<file path="config.mk">
export PLATFORM = sky130hd
export DESIGN_NAME = cbp_bus_path
export DESIGN_NICKNAME = d
export VERILOG_FILES = /design/src/rtl/cbp_pkg.sv /design/src/rtl/cbp_fifo.sv /design/src/rtl/cbp_bus_path.sv
export VERILOG_INCLUDE_DIRS = /design/src /design/src/rtl
export SDC_FILE = /design/constraint.sdc
export NUM_CORES = 1
export LEC_CHECK = 0
export ABC_AREA = 1
export BUFFER_PORTS_ARGS = -buffer_cell sky130_fd_sc_hd__buf_4
export CAP_MARGIN = 10
export CORE_ASPECT_RATIO = 1.1
export CORE_MARGIN = 2
export CORE_UTILIZATION = 56
export CTS_BUF_LIST = sky130_fd_sc_hd__clkbuf_8
export CTS_CLUSTER_DIAMETER = 40
export DETAILED_ROUTE_END_ITERATION = 7
export PLACE_DENSITY = 0.84
export SYNTH_ARGS = -nofsm -noshare
export SYNTH_HDL_FRONTEND = slang
export SYNTH_SLANG_ARGS = --single-unit
</file>
<file path="constraint.sdc">
create_clock -name ref_clk -period 12.92 [get_ports ref_clk]
set_input_delay 2.584 -clock ref_clk [delete_from_list [all_inputs] [get_ports ref_clk]]
set_output_delay 2.584 -clock ref_clk [all_outputs]
set_load 0.05 [all_outputs]
</file>
<file path="src/rtl/cbp_defs.svh">
// Purpose: Constants for the processor bus address, data and parity path
// Assumes: Single 10 MHz reference clock
// Notes:   Definitions only
`ifndef CBP_DEFS_SVH
`define CBP_DEFS_SVH

`define CBP_DATA_W 32
`define CBP_LANES 4
`define CBP_ADDR_W 30
`define CBP_SNOOP_W 28
`define CBP_FIFO_DEPTH 8
`define CBP_BE_IDLE 4'hF
`define CBP_PARITY_STATUS_N_IDLE 1'b1
`define CBP_SNOOP_LSB 2

`endif

</file>
<file path="src/rtl/cbp_pkg.sv">
// Purpose: Types for the processor bus address, data and parity path
// Assumes: Nothing
// Notes:   Types only
package cbp_pkg;
    // Bus cycle sequencer states
    typedef enum logic [1:0] {
        CBP_IDLE,
        CBP_FIRST,
        CBP_DATA
    } cbp_state_e;
endpackage : cbp_pkg

</file>
<file path="src/rtl/cbp_fifo.sv">
// Purpose: Small synchronous FIFO with valid/ready on both sides
// Assumes: One clock, asynchronous active-low reset
// Notes:   Depth must be a power of two
`timescale 1ns/10ps
module cbp_fifo #(
    parameter int WIDTH = 32,
    parameter int DEPTH = 8
) (
    // Clock and reset
    input wire logic ref_clk,
    input wire logic reset_n,
    // Fill side
    input wire logic in_valid,
    output logic in_ready,
    input wire logic [WIDTH-1:0] in_data,
    // Drain side
    output logic out_valid,
    input wire logic out_ready,
    output logic [WIDTH-1:0] out_data
);
    localparam int AW = $clog2(DEPTH);

    logic [WIDTH-1:0] mem_reg [DEPTH];  // Storage array
    logic [AW-1:0] wr_ptr_reg;          // Write index
    logic [AW-1:0] rd_ptr_reg;          // Read index
    logic [AW:0] count_reg;             // Words held
    logic [AW:0] count_next;            // Words held after this edge
    logic push;
    logic pop;

    assign out_valid = (count_reg != '0);
    assign out_data = mem_reg[rd_ptr_reg];
    assign push = in_valid && in_ready;
    assign pop = out_valid && out_ready;

    // Storage write
    always_ff @(posedge ref_clk) begin
        if (push) begin
            mem_reg[wr_ptr_reg] <= in_data;
        end
    end

    // Next fill level from this cycle's push and pop
    always_comb begin
        count_next = count_reg;
        if (push && !pop) begin
            count_next = count_reg + 1'b1;
        end else if (pop && !push) begin
            count_next = count_reg - 1'b1;
        end
    end

    // Pointers, count and registered not-full flag
    always_ff @(posedge ref_clk or negedge reset_n) begin
        if (!reset_n) begin
            wr_ptr_reg <= '0;
            rd_ptr_reg <= '0;
            count_reg <= '0;
            in_ready <= 1'b1;
        end else begin
            // Flop keeps the fill-side ready free of logic
            in_ready <= (count_next != DEPTH[AW:0]);
            count_reg <= count_next;
            if (push) begin
                wr_ptr_reg <= wr_ptr_reg + 1'b1;
            end
            if (pop) begin
                rd_ptr_reg <= rd_ptr_reg + 1'b1;
            end
        end
    end
endmodule : cbp_fifo

</file>
<file path="src/rtl/cbp_bus_path.sv">
// Purpose: Address, byte enable, data and parity path of the external bus
// Assumes: All pins synchronous to ref_clk; far side keeps its own timing
// Notes:   Write data is queued in an 8-word FIFO ahead of the bus
//
// Overview of operation
// - Everything runs on ref_clk rising edge
// - Drive word address with byte enables
// - Accept upper address lines for snoop invalidation
// - Float address lines during bus/address hold
// - Assert enables low only for used lanes
// - Enable n maps to data byte n
// - Float byte enables during bus hold
// - 32-bit data bus, byte 0 least significant
// - Drive write data from second clock on
// - Even parity per byte, timed with data
// - Read parity only affects status output
// - Status in clock after ready
// - Status low on error, high otherwise
// - Check only lanes enabled and bus sized
// - Status high otherwise, never floated
// - Burst ready treated like ready
`timescale 1ns/10ps
`include "cbp_defs.svh"
module cbp_bus_path (
    // Clock and reset
    input wire logic ref_clk,
    input wire logic reset_n,
    // Core request side
    input wire logic req_valid,
    output logic req_ready,
    input wire logic req_write,
    input wire logic [`CBP_ADDR_W-1:0] req_addr,
    input wire logic [`CBP_LANES-1:0] req_lanes,
    input wire logic [`CBP_DATA_W-1:0] req_wdata,
    // Core read return
    output logic rd_valid,
    output logic [`CBP_DATA_W-1:0] rd_data,
    // Snoop invalidation to the core
    output logic snoop_valid,
    output logic [`CBP_SNOOP_W-1:0] snoop_addr,
    // Snoop strobe from the far side
    input wire logic snoop_strobe,
    // Hold controls
    input wire logic bus_hold,
    input wire logic address_hold_request,
    // Address pins
    input wire logic [`CBP_ADDR_W-1:0] word_address_lines_i,
    output logic [`CBP_ADDR_W-1:0] word_address_lines_o,
    output logic word_address_lines_oe,
    // Byte enables
    output logic [`CBP_LANES-1:0] byte_lane_enable_n,
    output logic byte_lane_enable_oe,
    // Data and parity pins
    input wire logic [`CBP_DATA_W-1:0] data_lines_i,
    output logic [`CBP_DATA_W-1:0] data_lines_o,
    output logic data_lines_oe,
    input wire logic [`CBP_LANES-1:0] lane_parity_bits_i,
    output logic [`CBP_LANES-1:0] lane_parity_bits_o,
    output logic lane_parity_bits_oe,
    // Ready and bus size
    input wire logic ready_n,
    input wire logic burst_ready_n,
    input wire logic bus_size_byte_n,
    input wire logic bus_size_half_n,
    // Parity status
    output logic parity_status_n
);
    localparam int RQW = 1 + `CBP_ADDR_W + `CBP_LANES + `CBP_DATA_W;

    //------------------------------------------------------------
    // Helper functions
    //------------------------------------------------------------
    // Even parity bit per lane: data plus bit has even ones
    function automatic logic [`CBP_LANES-1:0] lane_par(
        input logic [`CBP_DATA_W-1:0] d
    );
        logic [`CBP_LANES-1:0] p;
        p = '0;
        for (int i = 0; i < `CBP_LANES; i++) begin
            p[i] = ^d[8*i +: 8];
        end
        return p;
    endfunction : lane_par

    // Lanes checked, narrowed by the bus size inputs
    function automatic logic [`CBP_LANES-1:0] lane_mask(
        input logic [`CBP_LANES-1:0] be_n,
        input logic bs8_n,
        input logic bus_size_half_n_n
    );
        logic [`CBP_LANES-1:0] m;
        m = ~be_n;
        if (!bs8_n) begin
            m = m & (m ^ (m - 1'b1)) & (m - 1'b0); // Lowest lane only
        end else if (!bus_size_half_n_n) begin
            m = (m[1:0] != 2'b00) ? {2'b00, m[1:0]} : {m[3:2], 2'b00};
        end
        return m;
    endfunction : lane_mask

    //------------------------------------------------------------
    // Request FIFO
    //------------------------------------------------------------
    logic fifo_valid;
    logic fifo_pop;
    logic [RQW-1:0] fifo_data;

    cbp_fifo #(
        .WIDTH(RQW),
        .DEPTH(`CBP_FIFO_DEPTH)
    ) u_fifo (
        .ref_clk(ref_clk),
        .reset_n(reset_n),
        .in_valid(req_valid),
        .in_ready(req_ready),
        .in_data({req_write, req_addr, req_lanes, req_wdata}),
        .out_valid(fifo_valid),
        .out_ready(fifo_pop),
        .out_data(fifo_data)
    );

    //------------------------------------------------------------
    // Cycle sequencer
    //------------------------------------------------------------
    cbp_pkg::cbp_state_e state_reg;
    logic wr_reg;                        // Current cycle is a write
    logic [`CBP_DATA_W-1:0] wdata_reg;   // Current write word
    logic any_ready;
    logic hold_any;

    // Burst ready counts exactly as ready
    assign any_ready = !ready_n || !burst_ready_n;
    assign hold_any = bus_hold || address_hold_request;
    assign fifo_pop = (state_reg == cbp_pkg::CBP_IDLE) && fifo_valid
                      && !bus_hold;

    // State: idle, first clock, data clocks until ready
    always_ff @(posedge ref_clk or negedge reset_n) begin
        if (!reset_n) begin
            state_reg <= cbp_pkg::CBP_IDLE;
        end else begin
            unique case (state_reg)
                cbp_pkg::CBP_IDLE: begin
                    if (fifo_pop) begin
                        state_reg <= cbp_pkg::CBP_FIRST;
                    end
                end
                // Ready is ignored in the first clock
                cbp_pkg::CBP_FIRST: begin
                    state_reg <= cbp_pkg::CBP_DATA;
                end
                cbp_pkg::CBP_DATA: begin
                    if (any_ready) begin
                        state_reg <= cbp_pkg::CBP_IDLE;
                    end
                end
            endcase
        end
    end

    // Latch the request taken from the FIFO
    always_ff @(posedge ref_clk or negedge reset_n) begin
        if (!reset_n) begin
            wr_reg <= 1'b0;
            wdata_reg <= '0;
            word_address_lines_o <= '0;
            byte_lane_enable_n <= `CBP_BE_IDLE;
        end else if (fifo_pop) begin
            wr_reg <= fifo_data[RQW-1];
            word_address_lines_o <=
                fifo_data[`CBP_LANES+`CBP_DATA_W +: `CBP_ADDR_W];
            // Used lanes low, unused high
            byte_lane_enable_n <= ~fifo_data[`CBP_DATA_W +: `CBP_LANES];
            wdata_reg <= fifo_data[`CBP_DATA_W-1:0];
        end else if (state_reg == cbp_pkg::CBP_DATA && any_ready) begin
            byte_lane_enable_n <= `CBP_BE_IDLE;
        end
    end

    //------------------------------------------------------------
    // Pin drivers
    //------------------------------------------------------------
    // Address and byte enable output enables follow hold inputs
    always_ff @(posedge ref_clk or negedge reset_n) begin
        if (!reset_n) begin
            word_address_lines_oe <= 1'b0;
            byte_lane_enable_oe <= 1'b0;
        end else begin
            word_address_lines_oe <= !hold_any;
            byte_lane_enable_oe <= !bus_hold;
        end
    end

    // Write data and parity from second clock until ready
    always_ff @(posedge ref_clk or negedge reset_n) begin
        if (!reset_n) begin
            data_lines_o <= '0;
            data_lines_oe <= 1'b0;
            lane_parity_bits_o <= '0;
            lane_parity_bits_oe <= 1'b0;
        end else if (state_reg == cbp_pkg::CBP_FIRST && wr_reg) begin
            // Byte n of the word sits on lane n
            data_lines_o <= wdata_reg;
            lane_parity_bits_o <= lane_par(wdata_reg);
            data_lines_oe <= 1'b1;
            lane_parity_bits_oe <= 1'b1;
        end else if (state_reg != cbp_pkg::CBP_DATA || any_ready) begin
            data_lines_oe <= 1'b0;
            lane_parity_bits_oe <= 1'b0;
        end
    end

    //------------------------------------------------------------
    // Read return and parity check
    //------------------------------------------------------------
    logic rd_take;
    logic [`CBP_LANES-1:0] chk_mask;
    logic [`CBP_LANES-1:0] bad_lanes;

    assign rd_take = (state_reg == cbp_pkg::CBP_DATA) && any_ready
                     && !wr_reg;
    assign chk_mask = lane_mask(byte_lane_enable_n, bus_size_byte_n,
                                bus_size_half_n);
    // Far side returns even parity with the data
    assign bad_lanes = (lane_par(data_lines_i) ^ lane_parity_bits_i)
                       & chk_mask;

    // Read data passes unchanged whatever the parity
    always_ff @(posedge ref_clk or negedge reset_n) begin
        if (!reset_n) begin
            rd_valid <= 1'b0;
            rd_data <= '0;
        end else begin
            rd_valid <= rd_take;
            if (rd_take) begin
                rd_data <= data_lines_i;
            end
        end
    end

    // Status one clock after ready, high at all other times
    always_ff @(posedge ref_clk or negedge reset_n) begin
        if (!reset_n) begin
            parity_status_n <= `CBP_PARITY_STATUS_N_IDLE;
        end else if (rd_take) begin
            parity_status_n <= ~(|bad_lanes);
        end else begin
            parity_status_n <= `CBP_PARITY_STATUS_N_IDLE;
        end
    end

    //------------------------------------------------------------
    // Snoop address capture
    //------------------------------------------------------------
    // Upper lines are inputs while the far side holds the address
    always_ff @(posedge ref_clk or negedge reset_n) begin
        if (!reset_n) begin
            snoop_valid <= 1'b0;
            snoop_addr <= '0;
        end else begin
            snoop_valid <= snoop_strobe && address_hold_request;
            if (snoop_strobe && address_hold_request) begin
                snoop_addr <= word_address_lines_i[`CBP_ADDR_W-1:
                                                   `CBP_SNOOP_LSB];
            end
        end
    end

    //------------------------------------------------------------
    // Assertions
    //------------------------------------------------------------
    parity_status_n_timing_a: assert property (
        @(posedge ref_clk) disable iff (!reset_n)
        rd_take |=> parity_status_n == ~(|$past(bad_lanes)))
        else $error("parity status wrong after read ready");
    parity_status_n_idle_a: assert property (
        @(posedge ref_clk) disable iff (!reset_n)
        !$past(rd_take) |-> parity_status_n)
        else $error("parity status low outside check clock");
    addr_float_a: assert property (
        @(posedge ref_clk) disable iff (!reset_n)
        hold_any |=> !word_address_lines_oe)
        else $error("address driven during hold");
    be_float_a: assert property (
        @(posedge ref_clk) disable iff (!reset_n)
        bus_hold |=> !byte_lane_enable_oe)
        else $error("byte enables driven during bus hold");
    wr_drive_a: assert property (
        @(posedge ref_clk) disable iff (!reset_n)
        (state_reg == cbp_pkg::CBP_FIRST && wr_reg) |=>
        data_lines_oe && lane_parity_bits_oe)
        else $error("write data not driven in second clock");
    par_even_a: assert property (
        @(posedge ref_clk) disable iff (!reset_n)
        data_lines_oe |-> lane_parity_bits_o == lane_par(data_lines_o))
        else $error("write parity not even");
    rd_float_a: assert property (
        @(posedge ref_clk) disable iff (!reset_n)
        (state_reg == cbp_pkg::CBP_DATA && !wr_reg) |-> !data_lines_oe)
        else $error("data driven during read");
    rd_pass_a: assert property (
        @(posedge ref_clk) disable iff (!reset_n)
        rd_take |=> rd_valid && rd_data == $past(data_lines_i))
        else $error("read data altered");
endmodule : cbp_bus_path

</file>
==> After elaboration in Yosys (flattened, before gate mapping) <==
Memory sizes are Yosys's and may differ from the RTL's.
Index checks and enable logic that the tools add are counted.
{ "totals": {"register_bits": 182, "ram_bits": 536, "word_cells": 89, "n_memories": 1} }
{ "memory_table": {"columns": ["name", "depth", "word_bits", "rd", "rd_clocked_by_memory_dff", "wr", "line", "source"], "rows": [
  ["u_fifo.mem_reg", 8, 67, 1, 0, 1, "cbp_fifo.sv:23", "logic [WIDTH-1:0] mem_reg [DEPTH];"]
]} }
{ "classes": {"n_addsub": 5, "n_eq_ne": 6, "n_mux": 15, "n_bitwise": 8, "n_reduce_logical": 35} }
{ "ops": {"columns": ["operator", "n"], "rows": [
  ["8-bit parity", 8],
  ["4-bit 2-to-1 mux", 7],
  ["4-bit bitwise AND", 3],
  ["1-bit logical AND", 10],
  ["4-bit inverter", 2],
  ["4-bit by 1-bit subtractor with 4-bit output, second input constant", 2],
  ["4-bit bitwise XOR", 2],
  ["1-bit zero test", 7],
  ["3-bit by 1-bit adder with 3-bit output, second input constant", 2],
  ["2-bit case mux with 3 select lines", 1],
  ["2-bit nonzero test", 3],
  ["1-bit 2-to-1 mux", 5],
  ["4-bit by 1-bit adder with 4-bit output, second input constant", 1],
  ["2-bit 2-to-1 mux", 2],
  ["2-bit != test, second input constant", 2],
  ["4-bit != test, second input constant", 1],
  ["4-bit nonzero test", 1],
  ["4-bit OR reduction", 1],
  ["1-bit logical OR", 3],
  ["2-bit by 1-bit == test with 1-bit output, second input constant", 1],
  ["2-bit == test, second input constant", 1],
  ["2-bit zero test", 1],
  ["2-bit by 1-bit != test with 1-bit output, second input constant", 1],
  ["2-bit AND reduction", 1],
  ["1-bit inverter", 1]
]} }

==> Longest topological paths before layout <==
{ "logic_depth": {"ltp_word": 10, "depth_mapped": 13, "ltp_nobuf": 12} }

==> By module <==
From an unflattened synthesis, not the netlist that was laid out.
{ "hier_totals": {"hier_cells": 2506, "area_unflattened_um2": 28665.0} }
{ "by_module_without_submodules": {"columns": ["mod", "instances", "cells_each", "area_per_inst_um2", "seq_area_each_um2"], "rows": [
  ["cbp_fifo", 1, 1666, 21429.3, 16372.0],
  ["cbp_bus_path", 1, 840, 7235.7, 4285.4]
]} }

==> Worst setup path after synthesis <==
OpenSTA, ideal clock, no wires.
{ "synth_path": {"path_kind": "in2reg", "from": "input port req_valid", "to": "memory u_fifo.mem_reg[0][0] (netlist name), enable pin", "setup_ns": 0.492, "arrival_time_ns": 5.786, "required_time_ns": 12.428, "slack_ns": 6.642, "path_stages": 3, "path_cell_list": "nand2_1 -> or2_2 -> nor2_1"} }
{ "synth_via": {"elab_chain_cells": 3} }
{ "synth_lines": {"columns": ["element", "line", "source"], "rows": [
  ["start: declaration", "cbp_bus_path.sv:29", "input wire logic req_valid,"],
  ["1-bit logical AND", "cbp_fifo.sv:33", "assign push = in_valid && in_ready;"],
  ["1-bit 2-to-1 mux", "cbp_fifo.sv:38", "if (push) begin"],
  ["1-bit 2-to-1 mux (implied by the code)", "cbp_fifo.sv:39", "mem_reg[wr_ptr_reg] <= in_data;"],
  ["end: declaration", "cbp_fifo.sv:23", null]
]} }
Every way passes these cells.

==> Worst setup path after layout <==
{ "layout_path": {"from": "input port req_valid", "to": "memory u_fifo.mem_reg[7][64] (netlist name), enable pin"} }
The elaborated chain is that of the path after synthesis.

==> impl_metrics.tcl <==
set metrics [dict create \
    crit-reg2reg-capture "wdata_reg[14]$_DFFE_PN0N_" \
    ctsResizeCount 0 \
    drc 0 \
    crit_family "simple AND/OR/NAND/NOR gates" \
    drive_gt1_share_pct 18.36 \
    slowest_stage "nor2_4" \
    cellPowerDensity_mw_per_mm2 241.3 \
    cp_slowest_stage_delay_ps 890 \
    crit_arrival_ps 4950 \
    cp-end-kind "flop" \
    drt-initial-drc-count 2659 \
    h-tree-depth 3 \
    synthCells 2243 \
    r2r_cells 6 \
    cts_tree "yes" \
    syn_nets 2394 \
    whs_path_depth 2 \
    seq_area_frac_synth_pct 73.52 \
    clk_pin_slew_ps 60 \
    dieArea_mm2 0.05198 \
    min-delay-start "rd_data[19]$_DFFE_PN0P_" \
    rsz0062_at_grt "false" \
    critPathBufInv 3 \
    holdPathEnd "rd_data[19]$_DFFE_PN0P_" \
    die_y_um 238.9 \
    cts_setup_buffers 0 \
    ant_nets 0 \
    clockBufferDepth 3 \
    fmax_ghz 0.2152 \
    worst_slew_pin_slew_ps 1220 \
    hold_class "flop to flop" \
    syn_avg_cell_area_um2 12.53 \
    critical_path.max_fanout 41 \
    max_slew_margin_pct 18.68 \
    period_share_pct 35.97 \
    finClkSkew_ps 44.36 \
    grt_first_pass_wirelength_mm 101.7 \
    mostFrequentLayoutCell "edfxtp_1" \
    p_total_uw 7888 \
    wire_per_inst_um 20.50 \
    grt_pass1_vias 19040 \
    clock_latency_ps 710 \
    port_buffers 278 \
    worst-r2r-setup-slack_ps 9470 \
    final_cell_mix "536 x edfxtp_1, 341 x nand2_1, 321 x o21ai_0" \
    largest_reg_flops 536 \
    rows 86 \
    peakVddDrop_v 0.0001891 \
    fin_nets 2666 \
    via_count 19130 \
    finish.instance_area_mm2 0.03269 \
    viasPerCell 5.846 \
    dpl_cell_area_mm2 0.03053 \
    syn_area_mm2 0.02810 \
    worstPathRequired_ps 13220 \
    clock-sinks 718 \
    antenna_found_initial 4 \
    gp_congestion 0.8494 \
    io_pins 281 \
    dp_hpwl_mm 36.57 \
    root_buffer "clkbuf_8" \
    yosysWarnings 0 \
    overflow 0 \
    setup_tns_ps 0 \
    track_usage_pct 25.39 \
    drv_slew 0 \
    grt_max_degree 171 \
    die_x_um 217.6 \
    power_leakage_uw 0.01269 \
    status "complete, no violations" \
    start_kind "input port" \
    core-area_mm2 0.04982 \
    first_pass_iters 5 \
    r2r-start "u_fifo.rd_ptr_reg[0]$_DFFE_PN0P_" \
    numCtsBuffers 109 \
    synth_cell_type_count 33 \
    hold_viol_final 0 \
    finalCoreUtilization_pct 65.61 \
    min_period_ps 4647 \
    areaGrowthSynthToFinish_pct 16.34 \
    initial_utilization_pct 56.39 \
    setup_viol 0 \
    ys_ff_latch 718 \
    crit_chain "buf_4, nand2_1, inv_1, nand2_1, nor2_4, buf_4" \
    cap_violations 0 \
    hold_buffers 0 \
    crit_type "input port to flop" \
    drt_wl_total_mm 67.07 \
]
[cells by family after synthesis]
logic type | share of synthesized area [%]
buffers and inverters | 3.812
AND/OR/NAND/NOR | 9.802
XOR/XNOR | 1.243
AO/OA/AOI/OAI | 11.26
adder cells (fa/ha/maj) | 0.3563
flip-flops | 73.52
[through the flow]
step,worst slack (ps),hold WS (ps),instances
after global placement,7668,456.4,3064
after CTS,8320,476.0,3269
after floorplan,6642,481.2,2243
final,8273,475.6,3272
after detailed placement,7577,461.8,3064
after global routing,8139,488.5,3271
[report_power, final]
part	internal [uW]	switching, uW	total (uW)
clock	927	871	1800
sequential	3010	255	3260
combinational	807	2020	2830
[how the worst max path moves through the flow]
stage | startpoint | endpoint | slack, ps | cells after the start
finish | req_valid | u_fifo.mem_reg[7][64]$_DFFE_PP_ | 8270 | 6
floorplan | req_valid | u_fifo.mem_reg[0][0]$_DFFE_PP_ | 6640 | 3
detailed placement | req_valid | u_fifo.mem_reg[7][43]$_DFFE_PP_ | 7580 | 6
CTS | req_valid | u_fifo.mem_reg[7][64]$_DFFE_PP_ | 8320 | 6
global route | req_valid | u_fifo.mem_reg[7][64]$_DFFE_PP_ | 8140 | 6
global placement | req_valid | u_fifo.mem_reg[7][43]$_DFFE_PP_ | 7670 | 6
[worst register-to-register path: cells and delay by family (launching register included)]
kind	cells	cell delay, ps
buf+inv	2	1890
compound gates	3	670
flops	1	660
simple gates	1	170
[routing by layer]
layer  routed length [um]  up-vias  GRT usage, %
li1                     -     8582             -
met5                   31        -             0
met3                 6252      162         5.038
met1                25590     9363         32.22
met2                33370     1017         42.58
met4                 1819        4         11.25
[layout make-up]
type,count,area (um^2)
clock buffer,128,1762
clock inverter,77,391.6
multi-input combinational,1298,6437
antenna,3,7.507
tap,660,825.8
inverter,89,346.6
timing repair buffer,299,2251
sequential,718,20670
fill,3429,17130
[Yosys cell counts (all sizes together)]
| cell | number | area share [%] |
|---|---|---|
| clkinv | 1 | 0.031 |
| o221ai | 101 | 3.1 |
| xnor2 | 23 | 0.72 |
| o22ai | 33 | 0.73 |
| dfstp | 6 | 0.56 |
| nor2 | 300 | 4.0 |
| clkbuf | 69 | 0.95 |
| a21oi | 1 | 0.018 |
| nand4 | 2 | 0.045 |
| o211ai | 11 | 0.29 |
| o21ai | 396 | 7.1 |
| inv | 88 | 1.2 |
| nand3 | 61 | 1.1 |
| ha | 8 | 0.36 |
| xor2 | 16 | 0.53 |
| dfrtp | 176 | 16 |
| or2 | 1 | 0.022 |
| nand3b | 1 | 0.027 |
| nand2 | 342 | 4.6 |
| edfxtp | 536 | 57 |
| buf | 69 | 1.6 |
| nor3 | 2 | 0.036 |
Note: power is estimated with default switching activity, not from simulation.
